`src/srws_map.svh`:
```
// constants of the supervisor: timing figures and derived cycle counts
// assumes a single 250 MHz system clock; included by its bare name
`ifndef SRWS_MAP_SVH
`define SRWS_MAP_SVH

// system clock period in ns and rate in MHz
`define SRWS_CLK_NS 4
`define SRWS_CLK_MHZ 250

// default timeout period in ms, and its count of clock cycles
`define SRWS_TIMEOUT_MS 100
`define SRWS_TIMEOUT_CYCLES (`SRWS_TIMEOUT_MS * 1000 * `SRWS_CLK_MHZ)

// least low time of a kick pulse in ns, rounded up to whole cycles
`define SRWS_KICK_NS 150
`define SRWS_KICK_CYCLES ((`SRWS_KICK_NS + `SRWS_CLK_NS - 1) / `SRWS_CLK_NS)

// debounce delay is the timeout period divided by 2**6 = 64
`define SRWS_DEBOUNCE_SHIFT 6

// reset value of the synchronised comparator flags and kick line
`define SRWS_SYNC_RESET 1'h0

`endif

```
`src/srws_pkg.sv`:
```
// types shared by the supervisor modules
// assumes srws_map.svh supplies the numeric constants
package srws_pkg;

    // sequencer states
    typedef enum logic [2:0] {
        ST_RAMP = 3'b000,  // supply ramping, everything asserted
        ST_DEBOUNCE = 3'b001,  // debounce delay before warning release
        ST_INIT = 3'b010,  // initialization reset period
        ST_RUN = 3'b011,  // watchdog running, resets released
        ST_TORESET = 3'b100  // timeout reset asserted
    } srws_state_e;

    // comparator status flags, high when the level is above its threshold
    typedef struct packed {
        logic vddAboveOn;  // supply above its on level
        logic vddAboveOff;  // supply above its off level
        logic vinAboveStart;  // monitored input above start threshold
        logic vinAboveWarn;  // monitored input above warn threshold
        logic vinAboveLow;  // monitored input above low threshold
    } srws_cmp_s;

    // open-drain pin: out level and enable (high while driving)
    typedef struct packed {
        logic out;
        logic oe;
    } srws_pin_s;

endpackage

```
`src/srws_sync.sv`:
```
// two-flop synchroniser for a group of level inputs
// assumes the inputs are quasi-static with respect to sys_clk
`timescale 1ns/1ps
`include "srws_map.svh"
module srws_sync #(
    parameter int W = 1
) (
    input wire logic sys_clk,
    input wire logic arst_n,
    input wire logic [W-1:0] asyncIn,
    output logic [W-1:0] syncOut
);
    logic [W-1:0] stage1_r;  // read only by the second stage

    // first stage, metastability catcher
    always_ff @(posedge sys_clk or negedge arst_n) begin
        if (!arst_n) begin
            stage1_r <= {W{`SRWS_SYNC_RESET}};
        end else begin
            stage1_r <= asyncIn;
        end
    end

    // second stage, the only consumer of stage1_r
    always_ff @(posedge sys_clk or negedge arst_n) begin
        if (!arst_n) begin
            syncOut <= {W{`SRWS_SYNC_RESET}};
        end else begin
            syncOut <= stage1_r;
        end
    end
endmodule

```
`src/srws_timer.sv`:
```
// shared divider chain: counts to a terminal and pulses expire
// assumes the sequencer restarts it on every state change
`timescale 1ns/1ps
module srws_timer #(
    parameter int CNT_W = 32
) (
    input wire logic sys_clk,
    input wire logic arst_n,
    input wire logic restart,
    input wire logic [CNT_W-1:0] terminal,
    output logic expire
);
    logic [CNT_W-1:0] cnt_r;  // elapsed cycles since restart
    logic [CNT_W-1:0] last;  // count value of the final cycle

    // a zero terminal would only expire after 2**CNT_W cycles; treat it as one cycle
    // expire is not gated by restart: restart is decoded from expire
    // upstream, so gating it here would close a combinational loop
    always_comb begin
        last = (terminal == '0) ? '0 : terminal - {{(CNT_W-1){1'b0}}, 1'b1};
        expire = (cnt_r >= last);
    end

    // count up, wrap on expire so the period repeats on its own
    always_ff @(posedge sys_clk or negedge arst_n) begin
        if (!arst_n) begin
            cnt_r <= '0;
        end else if (restart || expire) begin
            cnt_r <= '0;
        end else begin
            cnt_r <= cnt_r + {{(CNT_W-1){1'b0}}, 1'b1};
        end
    end
endmodule

```
`src/srws_supervisor.sv`:
```
// supervisory sequencer: power-up init, voltage warning, self
// recovering watchdog with reset outputs of both polarities.
// assumes comparator flags and kick_n arrive from the analog front
// end asynchronously; arst_n is the supply-low power-on reset.
`timescale 1ns/1ps
`include "srws_map.svh"
module srws_supervisor
    import srws_pkg::*;
#(
    parameter int CNT_W = 32,
    parameter int TIMEOUT_CYCLES = `SRWS_TIMEOUT_CYCLES
) (
    input wire logic sys_clk,
    input wire logic arst_n,
    input srws_cmp_s cmpIn,
    input wire logic kick_n,
    input wire logic [CNT_W-1:0] timingTune,
    output logic powerWarn_n,
    output logic cpuHold_n,
    output logic cpuHold,
    output srws_pin_s warnPin,
    output srws_pin_s holdNPin,
    output srws_pin_s holdPin
);
    localparam int KICK_CYCLES = `SRWS_KICK_CYCLES;
    localparam logic [7:0] KICK_LAST = 8'(KICK_CYCLES - 1);

    ////////////////////////////////////////////////////////////////
    // input synchronisation

    srws_cmp_s cmpSync;  // comparator flags in the clock domain
    logic kickSync;  // kick line in the clock domain

    // flags and kick line share one synchroniser bank
    srws_sync #(
        .W($bits(srws_cmp_s) + 1)
    ) u_sync (
        .sys_clk(sys_clk),
        .arst_n(arst_n),
        .asyncIn({cmpIn, kick_n}),
        .syncOut({cmpSync, kickSync})
    );

    ////////////////////////////////////////////////////////////////
    // kick pulse qualification

    logic kickArmed_r;  // a high level was seen since the last event
    logic [7:0] kickLow_r;  // cycles the kick line has been low
    logic kickEvent;  // one-cycle qualified kick

    // fire once the line has stayed low long enough after being high;
    // a line held constantly low never re-arms
    assign kickEvent = kickArmed_r && !kickSync && (kickLow_r == KICK_LAST);

    // low-time counter, cleared on any high level
    always_ff @(posedge sys_clk or negedge arst_n) begin
        if (!arst_n) begin
            kickLow_r <= 8'h00;
        end else if (kickSync || !kickArmed_r) begin
            kickLow_r <= 8'h00;
        end else if (kickLow_r != KICK_LAST) begin
            kickLow_r <= kickLow_r + 8'h01;
        end
    end

    // arming: set by a high level, spent by the event
    always_ff @(posedge sys_clk or negedge arst_n) begin
        if (!arst_n) begin
            kickArmed_r <= 1'b0;
        end else if (kickSync) begin
            kickArmed_r <= 1'b1;
        end else if (kickEvent) begin
            kickArmed_r <= 1'b0;
        end
    end

    ////////////////////////////////////////////////////////////////
    // timeout period and debounce terminal

    logic [CNT_W-1:0] timeoutTerm;  // active timeout period in cycles
    logic [CNT_W-1:0] debounceTerm;  // debounce delay in cycles
    logic [CNT_W-1:0] timerTerm;  // terminal handed to the timer

    // zero tune selects the default period
    assign timeoutTerm = (timingTune == '0) ? CNT_W'(TIMEOUT_CYCLES) : timingTune;

    // same chain divided by 64, never below one cycle
    always_comb begin
        debounceTerm = timeoutTerm >> `SRWS_DEBOUNCE_SHIFT;
        if (debounceTerm == '0) begin
            debounceTerm = {{(CNT_W-1){1'b0}}, 1'b1};
        end
    end

    ////////////////////////////////////////////////////////////////
    // sequencer

    srws_state_e state_r;  // current state
    srws_state_e state_nxt;  // next state
    logic timerRestart;  // restart the period on every state change
    logic timerExpire;  // the running period has elapsed
    logic supplyDown;  // supply below its off level
    logic needInit;  // condition that forces a fresh initialization

    assign supplyDown = !cmpSync.vddAboveOff;
    assign needInit = supplyDown || !cmpSync.vddAboveOn || !cmpSync.vinAboveLow;

    // the one timer serves init and watchdog alike
    srws_timer #(
        .CNT_W(CNT_W)
    ) u_timer (
        .sys_clk(sys_clk),
        .arst_n(arst_n),
        .restart(timerRestart),
        .terminal(timerTerm),
        .expire(timerExpire)
    );

    // debounce uses the short terminal, all else the full period
    assign timerTerm = (state_r == ST_DEBOUNCE) ? debounceTerm : timeoutTerm;
    assign timerRestart = (state_nxt != state_r) || (state_r == ST_RUN && kickEvent);

    // next state; power-down checks come first
    always_comb begin
        state_nxt = state_r;
        if (needInit) begin
            // restart init once the condition clears
            state_nxt = ST_RAMP;
        end else begin
            case (state_r)
                ST_RAMP: begin
                    // supply on and input above start: later event wins
                    if (cmpSync.vinAboveStart) begin
                        state_nxt = ST_DEBOUNCE;
                    end
                end
                ST_DEBOUNCE: begin
                    // input must stay above start through the debounce
                    if (!cmpSync.vinAboveStart) begin
                        state_nxt = ST_RAMP;
                    end else if (timerExpire) begin
                        state_nxt = ST_INIT;
                    end
                end
                ST_INIT: begin
                    // kicks ignored here; only the period ends init
                    if (timerExpire) begin
                        state_nxt = ST_RUN;
                    end
                end
                ST_RUN: begin
                    // a kick restarts the timer, silence times out
                    if (timerExpire && !kickEvent) begin
                        state_nxt = ST_TORESET;
                    end
                end
                ST_TORESET: begin
                    // retry after one period, or at once on a kick
                    if (timerExpire || kickEvent) begin
                        state_nxt = ST_RUN;
                    end
                end
                default: begin
                    state_nxt = ST_RAMP;
                end
            endcase
        end
    end

    // state register
    always_ff @(posedge sys_clk or negedge arst_n) begin
        if (!arst_n) begin
            state_r <= ST_RAMP;
        end else begin
            state_r <= state_nxt;
        end
    end

    ////////////////////////////////////////////////////////////////
    // outputs, decoded from the next state so they move with it

    logic warn_nxt;  // warning asserted next cycle
    logic hold_nxt;  // resets asserted next cycle

    // warning tracks the warn comparator once debounce is over
    always_comb begin
        case (state_nxt)
            ST_RAMP, ST_DEBOUNCE: begin
                warn_nxt = 1'b1;
            end
            default: begin
                warn_nxt = !cmpSync.vinAboveWarn;  // early alert
            end
        endcase
        hold_nxt = (state_nxt != ST_RUN);
    end

    // level outputs; the high reset is always the complement
    always_ff @(posedge sys_clk or negedge arst_n) begin
        if (!arst_n) begin
            powerWarn_n <= 1'b0;
            cpuHold_n <= 1'b0;
            cpuHold <= 1'b1;
        end else begin
            powerWarn_n <= !warn_nxt;
            cpuHold_n <= !hold_nxt;
            cpuHold <= hold_nxt;
        end
    end

    // open-drain pins: enable pulls low; the high reset pin pulls low
    // while the reset is inactive, so the pull-up shows it asserted
    always_ff @(posedge sys_clk or negedge arst_n) begin
        if (!arst_n) begin
            warnPin <= '{out: 1'b0, oe: 1'b1};
            holdNPin <= '{out: 1'b0, oe: 1'b1};
            holdPin <= '{out: 1'b0, oe: 1'b0};
        end else begin
            warnPin <= '{out: 1'b0, oe: warn_nxt};
            holdNPin <= '{out: 1'b0, oe: hold_nxt};
            holdPin <= '{out: 1'b0, oe: !hold_nxt};
        end
    end

    ////////////////////////////////////////////////////////////////
    // assertions

    a_ramp_all_asserted: assert property (
        @(posedge sys_clk) disable iff (!arst_n)
        (state_r == ST_RAMP) |-> (!powerWarn_n && !cpuHold_n && cpuHold))
        else $error("outputs not asserted while ramping");

    a_reset_complement: assert property (
        @(posedge sys_clk) disable iff (!arst_n)
        cpuHold == !cpuHold_n)
        else $error("reset outputs not complementary");

    a_debounce_release: assert property (
        @(posedge sys_clk) disable iff (!arst_n)
        (state_r == ST_DEBOUNCE && timerExpire && !needInit && cmpSync.vinAboveStart
            && cmpSync.vinAboveWarn) |=> (powerWarn_n && !cpuHold_n))
        else $error("warning not released after debounce");

    a_init_release: assert property (
        @(posedge sys_clk) disable iff (!arst_n)
        (state_r == ST_INIT && timerExpire && !needInit) |=> (cpuHold_n && cpuHold == 1'b0))
        else $error("resets not released after init period");

    a_low_input_reset: assert property (
        @(posedge sys_clk) disable iff (!arst_n)
        !cmpSync.vinAboveLow |=> (!cpuHold_n && state_r == ST_RAMP))
        else $error("low input did not assert resets");

    a_supply_off_all: assert property (
        @(posedge sys_clk) disable iff (!arst_n)
        supplyDown |=> (!powerWarn_n && !cpuHold_n && cpuHold))
        else $error("supply off did not assert all outputs");

    a_warn_before_reset: assert property (
        @(posedge sys_clk) disable iff (!arst_n)
        (state_r == ST_RUN && !needInit && !cmpSync.vinAboveWarn && !timerExpire)
            |=> (!powerWarn_n && cpuHold_n))
        else $error("warning not raised ahead of reset");

    a_init_ignores_kick: assert property (
        @(posedge sys_clk) disable iff (!arst_n)
        (state_r == ST_INIT && kickEvent && !timerExpire && !needInit)
            |=> (state_r == ST_INIT && !cpuHold_n))
        else $error("kick acted during initialization");

    a_timeout_reset: assert property (
        @(posedge sys_clk) disable iff (!arst_n)
        (state_r == ST_RUN && timerExpire && !kickEvent && !needInit)
            |=> (!cpuHold_n && state_r == ST_TORESET))
        else $error("watchdog timeout did not assert resets");

    a_kick_ends_reset: assert property (
        @(posedge sys_clk) disable iff (!arst_n)
        (state_r == ST_TORESET && kickEvent && !needInit) |=> cpuHold_n)
        else $error("kick did not end timeout reset");

    a_kick_restarts: assert property (
        @(posedge sys_clk) disable iff (!arst_n)
        (state_r == ST_RUN && kickEvent && !needInit) |=> (state_r == ST_RUN && cpuHold_n))
        else $error("kick did not restart the watchdog");

endmodule

```
`config.mk`:
```
export PLATFORM = sky130hd
export DESIGN_NAME = srws_supervisor
export DESIGN_NICKNAME = d
export VERILOG_FILES = /design/src/srws_pkg.sv /design/src/srws_sync.sv /design/src/srws_timer.sv /design/src/srws_supervisor.sv
export VERILOG_INCLUDE_DIRS = /design/src /design/src/src
export SDC_FILE = /design/constraint.sdc
export NUM_CORES = 1
export LEC_CHECK = 0
export BUFFER_PORTS_ARGS = -buffer_cell sky130_fd_sc_hd__buf_4
export CELL_PAD_IN_SITES_DETAIL_PLACEMENT = 1
export CELL_PAD_IN_SITES_GLOBAL_PLACEMENT = 1
export CORE_ASPECT_RATIO = 0.8
export CORE_MARGIN = 2
export CORE_UTILIZATION = 49
export DETAILED_ROUTE_END_ITERATION = 10
export GPL_ROUTABILITY_DRIVEN = 1
export GPL_TIMING_DRIVEN = 0
export HOLD_SLACK_MARGIN = 0.02
export PLACE_DENSITY_LB_ADDON = 0.1
export SETUP_SLACK_MARGIN = 0.2
export SLEW_MARGIN = 20
export SYNTH_ARGS = -nofsm -noshare
export SYNTH_HDL_FRONTEND = slang
export SYNTH_SLANG_ARGS = --single-unit
```
`constraint.sdc`:
```
create_clock -name sys_clk -period 7.6 [get_ports sys_clk]
set_input_delay 2.28 -clock sys_clk [delete_from_list [all_inputs] [get_ports sys_clk]]
set_output_delay 2.28 -clock sys_clk [all_outputs]
set_load 0.02 [all_outputs]
```
# After elaboration in Yosys (flattened, before gate mapping)
# Cells that the tools add are included.
# word_totals
reg_bits	60
inputBits	40
out_inout_bits	9
# op_classes
addsub	3
magnitude_cmp	1
eq_ne	9
n_mux	18
reduce_logical	27
# op_table
operator	count
$mux 32	4
$logic_not 32->1	3
$add 32x1->32 const B	1
$ge 32x32->1	1
$sub 32x1->32 const B	1
$mux 26	1
$mux 3	7
$mux 8	2
$pmux 3 s5	1
$logic_not 1->1	9
$add 8x1->8 const B	1
$eq 8x6->1 const B	1
$ne 8x6->1 const B	1
$eq 3x1->1 const B	2
$eq 3x2->1 const B	2
$logic_not 3->1	2
$logic_or 1x1->1	6
$logic_and 1x1->1	4
$reduce_bool 2->1	2
$eq 3x3->1 const B	1
$mux 1	3
$ne 3x2->1 const B	1
$ne 3x3->1	1
$reduce_or 2->1	1

# Longest topological paths before layout
# Gate-level depths: netlist of run 1.
# logic_depth
word_depth	16
depth_mapped	21
mapped_depth_nobuf	18

# Cells and area by module
# A second synthesis of run 1 with hierarchy kept.
# hier_totals
hier_cells	576
hier_area_um2	4650.7
# by_module_without_submodules
mod	instances	cells_per_inst	area_each_um2	seq_area_each_um2
srws_timer	1	362	2922.8	800.8
srws_supervisor	1	202	1427.6	402.9
srws_sync	1	12	300.3	300.3

# Least setup slack after synthesis of run 1
# OpenSTA, ideal clock, no wires.
# synth_path
path_kind	input to register
from	input port timingTune[8]
to	register holdPin[0] (netlist bit)
arrival_ps	6520
setup_slack_ps	1013
cell_stages	18
cell_sequence	or4_4 -> or3_4 -> o31ai_1 -> nand2_1 -> ha_1 -> o21ai_0 -> xor2_1 -> a22oi_1 -> o32a_1 -> nand2_1 -> ha_1 -> and3_1 -> o211ai_1 -> a31oi_1 -> o211a_1 -> o211a_1 -> o311ai_0 -> o31a_1
# synth_via
elab_chain_len	14
# synth_rtl
item	line_no	text
start: declaration	srws_supervisor.sv:17	input wire logic [CNT_W-1:0] timingTune,
$logic_not 32->1	srws_supervisor.sv:85	assign timeoutTerm = (timingTune == '0) ? CNT_W'(TIMEOUT_CYCLES) : timingTune;
$mux 32 *	srws_supervisor.sv:85	
$logic_not 32->1	srws_supervisor.sv:90	if (debounceTerm == '0) begin
$mux 26	srws_supervisor.sv:90	
$mux 32 *	srws_supervisor.sv:120	assign timerTerm = (state_r == ST_DEBOUNCE) ? debounceTerm : timeoutTerm;
$sub 32x1->32 or $logic_not 32->1 (tied branches)	srws_timer.sv:20	last = (terminal == '0) ? '0 : terminal - {{(CNT_W-1){1'b0}}, 1'b1};
$mux 32 *	srws_timer.sv:20	
$ge 32x32->1 *	srws_timer.sv:21	expire = (cnt_r >= last);
$mux 3 (tied with other cells)	srws_supervisor.sv:141	end else if (timerExpire) begin
$mux 3, on equally long branches	srws_supervisor.sv:139, srws_supervisor.sv:153, srws_supervisor.sv:159	
$pmux 3 s5 *	srws_supervisor.sv:130	case (state_r)
$mux 3 *	srws_supervisor.sv:126	if (needInit) begin
$ne 3x2->1 *	srws_supervisor.sv:195	hold_nxt = (state_nxt != ST_RUN);
$logic_not 1->1 *	srws_supervisor.sv:221	holdPin <= '{out: 1'b0, oe: !hold_nxt};
end signal: assignment	srws_supervisor.sv:217	holdPin <= '{out: 1'b0, oe: 1'b0};
end signal: assignment	srws_supervisor.sv:221	
end: declaration	srws_supervisor.sv:23	output srws_pin_s holdPin
# Every way passes the cells marked *; elsewhere a longest branch is shown, timed or not.
# A chain may end at the register's enable or synchronous reset.

# Final worst setup path of run 1
# layout_path
from	input port timingTune[8]
to	register state_r[0]
# layout_via
elab_chain_len	12
# layout_rtl
item	line_no	text
$logic_not 32->1	srws_supervisor.sv:85	
$mux 32 *	srws_supervisor.sv:85	
$logic_not 32->1	srws_supervisor.sv:90	
$mux 26	srws_supervisor.sv:90	
$mux 32 *	srws_supervisor.sv:120	
$sub 32x1->32 or $logic_not 32->1 (tied branches)	srws_timer.sv:20	
$mux 32 *	srws_timer.sv:20	
$ge 32x32->1 *	srws_timer.sv:21	
$mux 3 (tied with other cells)	srws_supervisor.sv:141	
$mux 3, on equally long branches	srws_supervisor.sv:139, srws_supervisor.sv:153, srws_supervisor.sv:159	
$pmux 3 s5 *	srws_supervisor.sv:130	
$mux 3 *	srws_supervisor.sv:126	
net state_nxt[0]	srws_supervisor.sv:99	srws_state_e state_nxt;
end signal: assignment	srws_supervisor.sv:175	state_r <= state_nxt;
end: declaration	srws_supervisor.sv:98	srws_state_e state_r;
# Mark *: on every way through the listed nets, which the timed path passes. The rest lies on a longest branch.

==> flow_summary.yaml, run 1 <==
yosys:
  yosysTopAreaCellShare: 0.291
  yosysUniqueCellTypes: 77
  synth_seq_cells: 60
  synth_area_leaders: "dfrtp_1 (29%), ha_1 (9.3%), nor2_1 (5.8%), xor2_1 (5.5%), xnor2_1 (4.4%)"
  synth_ff_type: "dfrtp_1"
  synthCells: 584
  synth-edff-count: 0
  ys_warn_count: 0
  yosysSeqAreaShare: 0.302
  post_synth_instance_area_um2: 4980
  syn_area_per_cell_um2: 8.53
  yosys.area.top_type: "dfrtp_1"
  synth.most_common_cell: "nor2_1"
  synthTopCellsByCount: "nor2_1 (77), dfrtp_1 (58), nand2_1 (58)"
  async_reset_ff_frac: 1.00
sta:
  min_period_over_period: 0.931
  setup_tns_ns: 0
  finalSetupViolCount: 0
  whs_ns: 0.347
  worst_pin_slew_ns: 0.868
  slew_headroom: 0.417
  max_freq_ghz: 0.141
  rsz0062_at_grt: "false"
  skew_ns: 0.00531
  hold_viol: 0
  slew_viol_final: 0
  period_needed_ns: 7.08
place:
  place_congestion: 0.919
  dpl.hpwl_um: 11500
  io_buffers: 44
  placed_area_um2: 5490
detailed_routing:
  drt_pre_antenna_iters: 5
  via_count: 4762
  detail_route.wl_per_cell_um: 19.7
  drtIter0Drc: 360
  drc_errors: 0
  wl_um: 15400
  final_antenna_net_count: 0
  via_per_inst: 6.09
final_layout:
  final_util: 0.600
  fillers: 1207
  drive_above_1_share: 0.155
  seq_area_um2: 1500
  area_growth_pct: 17.7
  stdcell_area_um2: 5860
  nets: 718
  antenna_cells: 0
  multiInputGateArea_um2: 3330
flow_run:
  maxCapViolCount: 0
cts:
  clk_pin_slew_ns: 0.06
  post_cts_resized: 3
  clk_latency_ns: 0.33
  root_buffer: "clkbuf_16"
  ctsHoldBuffers: 0
  post-cts-setup-buffers: 0
  cts.sinks: 60
  h-tree-depth: 3
  cts_buffers: 9
  cts_tree: "yes"
  clock_path_buffers: 2
grt:
  grt_pass1_vias: 4964
  grt_pass1_wl_um: 24900
  grt_max_degree: 61
  overflow: 0
  antenna_found_initial: 0
  grt_use_total: 0.293
floorplan:
  core-area_um2: 9770
  rows: 32
  dieArea_um2: 11000
  initial_core_util: 0.510
  dieHeight_um: 94.2
  ios: 49
  dieWidth_um: 117
worst_hold_path:
  holdPathStages: 0
  min_path_type: "flop to flop"
run_status:
  status: "complete, no violations"
setup_path:
  required_ns: 7.81
  crit_type: "input port to flop"
  cp_max_fo: 10
  worst_setup_path_end_kind: "flop"
  ff2ff_path_depth: 18
  critPathArrivalTime_ns: 7.29
  critPathLaunchType: "input port"
power_and_ir_drop:
  vdd_ir_drop_max_uv: 140
  leakage_nw: 2.64
  powerDensity_nw_per_um2: 168
cells in the final DEF, fill, tap and decap left out, types with 8 or more instances in the layout:
master and n:
a21oi_1 20, and2_1 10, and3_1 12, buf_4 51, clkbuf_1 8, clkbuf_16 9
dfrtp_1 58, ha_1 37, inv_1 11, mux2i_1 12, nand2_1 58, nand3_1 33
nand4_1 15, nor2_1 76, nor3_1 18, nor4_1 8, o21ai_0 17, or3_1 10
xnor2_1 25, xor2_1 31
layout make-up:
| cell class | instances | share of cell area |
|---|---|---|
| well taps | 136 | 0.0290 |
| clock buffers | 9 | 0.0384 |
| clock inverters | 7 | 0.0211 |
| plain buffers | 26 | 0.0239 |
| inverters | 11 | 0.00704 |
| flip-flops and latches | 60 | 0.257 |
| repair buffers | 44 | 0.0564 |
| multi-input cells | 489 | 0.568 |
metrics by stage:
stage	std cells	total power, mW	setup slack, ns
global placement	766	0.503	-0.0453
floorplan	586	0.446	1.01
detailed placement	766	0.515	-0.214
finish	782	0.985	0.523
global route	782	1.03	0.219
CTS	782	0.990	0.287
final timing paths:
path / start / endpoint / slack, ns
max: timingTune[8] / state_r[0] / 0.52
min: u_sync.stage1_r[2] / u_sync.syncOut[2] / 0.35
max reg2reg: state_r[0] / u_timer.cnt_r[29] / 1.91
min reg2reg: u_sync.stage1_r[2] / u_sync.syncOut[2] / 0.35
max in group asynchronous: arst_n / u_timer.cnt_r[7] / 5.10
min in group asynchronous: arst_n / u_sync.stage1_r[4] / 2.01
registers in the layout (all words and copies together), names as in the netlist:
signal / flops
state_r: 3
kickArmed_r: 1
u_sync.syncOut: 6
holdNPin: 1
u_timer.cnt_r: 32
warnPin: 1
kickLow_r: 8
holdPin: 1
u_sync.stage1_r: 6
powerWarn_n: 1
routing by layer:
metal | GRT usage | vias up | wire length (um)
li1 | - | 2232 | -
met1 | 0.401 | 2374 | 7000
met2 | 0.472 | 137 | 7390
met3 | 0.0581 | 19 | 861
met4 | 0.0794 | 0 | 178
met5 | 0 | - | 0
worst max-delay path, cell delays in order:
cell	delay [ns]
buf_4	0.14
or4_4	0.59
or3_4	0.39
o31ai_2	0.37
nand2_1	0.16
ha_1	0.25
o21ai_0	0.13
nor3_1	0.12
nand4_1	0.24
buf_2	0.29
nand2_1	0.09
ha_1	0.33
and4_1	0.27
o211ai_1	0.12
o311ai_1	0.40
o211a_1	0.36
nor2_2	0.12
o211a_1	0.28
or3_1	0.35
power breakdown:
part           leakage [nW]  switching, mW  internal [mW]  total [mW]
logic                  1.68         0.0909         0.0676       0.159
registers             0.791         0.0186          0.335       0.354
clock network         0.166          0.150          0.322       0.472
total                  2.64          0.260          0.725       0.985
cells by family after synthesis:
| family | Yosys count | share of synthesized area |
|---|---|---|
| AOI/OAI and AO/OA | 94 | 0.138 |
| xor gates and xnor gates | 56 | 0.0985 |
| and+or+nand+nor | 286 | 0.306 |
| adders and majority gates | 37 | 0.0930 |
| muxes | 13 | 0.0264 |
| other | 1 | 0.000753 |
| buffers and inverters | 37 | 0.0357 |
| DFF | 60 | 0.302 |
Note: power is estimated with default switching activity, not from simulation.
==> run 2: changes to the inputs <==
--- a/config.mk
+++ b/config.mk
@@ -11,7 +11,7 @@
 export CELL_PAD_IN_SITES_GLOBAL_PLACEMENT = 1
 export CORE_ASPECT_RATIO = 0.8
 export CORE_MARGIN = 2
-export CORE_UTILIZATION = 49
+export CORE_UTILIZATION = 40
 export DETAILED_ROUTE_END_ITERATION = 10
 export GPL_ROUTABILITY_DRIVEN = 1
 export GPL_TIMING_DRIVEN = 0
@@ -21,4 +21,5 @@
 export SLEW_MARGIN = 20
 export SYNTH_ARGS = -nofsm -noshare
 export SYNTH_HDL_FRONTEND = slang
+export SYNTH_HIERARCHICAL = 1
 export SYNTH_SLANG_ARGS = --single-unit
==> constraint.sdc (replaced) <==
create_clock -name sys_clk -period 5.8 [get_ports sys_clk]
set_input_delay 1.74 -clock sys_clk [delete_from_list [all_inputs] [get_ports sys_clk]]
set_output_delay 1.74 -clock sys_clk [all_outputs]
set_load 0.02 [all_outputs]
==> run 2 against run 1 <==
The run now ends with setup timing left. Routed wire length rose by 13%. Non-clock buffer count rose by 45. Sequential cell count did not move. Count of clock-buffer cells in the layout did not move. Clock power rose by 4.7%. Synthesized cell count fell by 1.4%. Largest power group unchanged.
==> flow_summary.yaml, run 2 <==
grt:
  grt_max_degree: 61
  grt_pass1_vias: 4833
  antenna_found_initial: 0
  grt-busiest-layer: "met2"
  grt_pass1_wl_um: 25700
  met2_usage: 0.416
  grt_use_total: 0.257
  overflow: 0
  met3_usage: 0.0458
  grtUsageMet1: 0.358
detailed_routing:
  drt_pre_antenna_iters: 4
  via_count: 4693
  drc_errors: 0
  final_antenna_net_count: 0
  detail_route.wl_per_cell_um: 20.9
  drtIter0Drc: 289
  wl_um: 17400
  via_per_inst: 5.63
power_and_ir_drop:
  power_frac_seq: 0.372
  p_sw_frac: 0.317
  pwr-share-clk: 0.389
  switchingPower_mw: 0.403
  leakage_nw: 3.05
  combPwrFrac: 0.239
  powerDensity_nw_per_um2: 183
  p_total_mw: 1.27
  p_int_mw: 0.868
  vdd_ir_drop_max_uv: 174
yosys:
  ys_warn_count: 6
  async_reset_ff_frac: 1.00
  synth_area_leaders: "dfrtp_1 (31%), ha_1 (10%), xor2_1 (8.3%), nand2_1 (8.2%), nor2_1 (6.8%)"
  post_synth_instance_area_um2: 4650
  synthCells: 576
  synth_ff_type: "dfrtp_1"
  syn_area_per_cell_um2: 8.07
  yosysUniqueCellTypes: 52
  yosys.area.top_type: "dfrtp_1"
  yosysTopAreaCellShare: 0.312
  synth.most_common_cell: "nand2_1"
  yosysSeqAreaShare: 0.323
  synth-edff-count: 0
  synthTopCellsByCount: "nand2_1 (102), nor2_1 (84), dfrtp_1 (58)"
  synth_seq_cells: 60
place:
  placed_area_um2: 5370
  io_buffers: 45
  place_congestion: 0.855
  dpl.hpwl_um: 10600
setup_path:
  ff2ff_setup_slack_ns: -0.77
  critPathTopFamily: "simple AND/OR/NAND/NOR gates"
  crit_start: "timingTune[22]"
  critPathArrivalTime_ns: 7.30
  ff2ff_path_depth: 28
  crit_type: "input port to flop"
  critPathBufInv: 7
  slowest_stage: "or4_4"
  critPathLaunchType: "input port"
  cp.depth: 29
  required_ns: 6.06
  worst_setup_path_end_kind: "flop"
  critPathMaxStageDelay_ns: 0.55
  cp_common_cell: "buf_4"
  reg2reg_from: "state_r[2]"
  cp_max_fo: 7
sta:
  setup_tns_ns: -40.36
  hold_viol: 0
  min_period_over_period: 1.21
  period_needed_ns: 7.04
  worst_pin_slew_ns: 0.812
  slew_viol_final: 0
  slew_headroom: 0.454
  finalSetupViolCount: 39
  whs_ns: 0.347
  skew_ns: 0.00603
  max_freq_ghz: 0.142
  rsz0062_at_grt: "true"
  setup_ws_ns: -1.24
floorplan:
  core-area_um2: 11400
  dieHeight_um: 100
  dieWidth_um: 125
  rows: 35
  ios: 49
  dieArea_um2: 12500
  initial_core_util: 0.407
cts:
  clk_latency_ns: 0.33
  ctsHoldBuffers: 0
  cts.sinks: 60
  clock_path_buffers: 2
  clk_pin_slew_ns: 0.05
  cts_buffers: 9
  root_buffer: "clkbuf_16"
  h-tree-depth: 3
  cts_tree: "yes"
final_layout:
  final_cell_mix: "nand2_1 (94), buf_4 (69), nor2_1 (61), dfrtp_1 (58), xor2_1 (44)"
  antenna_cells: 0
  fillers: 1273
  drive_above_1_share: 0.357
  stdcell_area_um2: 6930
  area_growth_pct: 49.0
  final_common_cell: "nand2_1"
  nets: 759
  regMostFlops: "u_timer/cnt_r"
  final_util: 0.606
  largest_reg_flops: 32
  reg_top3: "u_timer/cnt_r (32), kickLow_r (8)"
worst_hold_path:
  min_path_type: "flop to flop"
  holdCritStartpoint: "u_sync/stage1_r[5]"
  holdPathStages: 0
run_status:
  violations: "setup timing"
  status: "finished with violations"
flow_run:
  maxCapViolCount: 0
-- run 2: changes by cell type in the layout (fill, tap and decap cells not counted), moves of 15 or more --
cell	delta
o21ai_0	-15
nor2_1	-15
buf_8	+25
buf_4	+18
nor2_4	+16
nand2_1	+36
-- run 2: metrics by stage --
step	setup slack, ns	instances
3_5_place_dp	-1.82	771
3_3_place_gp	-1.67	771
6_report	-1.24	834
4_1_cts	-0.847	818
5_1_grt	-1.33	834
2_1_floorplan	-0.616	578
-- run 2: layout make-up --
type	count	area, um2	area share
Multi-Input combinational cell	484	3770	0.544
Sequential cell	60	1500	0.217
Timing Repair Buffer	93	956	0.138
Clock buffer	9	225	0.0325
Buffer	22	205	0.0296
Tap cell	148	185	0.0267
Inverter	12	45.0	0.00650
Clock inverter	6	42.5	0.00614
-- run 2: timing repair --
item                                    in CTS  in global routing
setup buffers                               28                 15
pin swaps                                   15                 35
endpoints found under the setup margin      39                 39
gates resized for setup                    115                 75
cloned                                       4                  1
-- run 2: path summary, 6_finish.rpt --
kind | endpoint
hold / removal | u_sync/syncOut[5]
max in group asynchronous | u_timer/cnt_r[23]
min in group asynchronous | u_sync/stage1_r[0]
setup reg to reg | u_timer/cnt_r[23]
hold reg to reg | u_sync/syncOut[5]
setup / recovery | u_timer/cnt_r[23]
-- run 2: logic make-up after synthesis --
kind of cell	share of synthesized area
AO/OA/AOI/OAI	0.0807
XOR/XNOR	0.119
adder cells (fa/ha/maj)	0.0995
buffers and inverters	0.0374
flip-flops	0.323
multiplexers	0.00457
other	0.000806
AND/OR/NAND/NOR	0.335
-- run 2: power by group through the flow --
stage          combinational (mW)  sequential (mW)  clock (mW)
3_3_place_gp                0.209            0.477           0
5_1_grt                     0.333            0.476       0.520
3_5_place_dp                0.220            0.478           0
6_report                    0.304            0.473       0.494
4_1_cts                     0.256            0.471       0.505
2_1_floorplan               0.145            0.468           0
-- run 2: metal layers --
layer	vias up	part of all wire
met3	33	0.040
met4	0	0.019
met5	-	0
li1	2199	-
met1	2339	0.45
met2	122	0.49
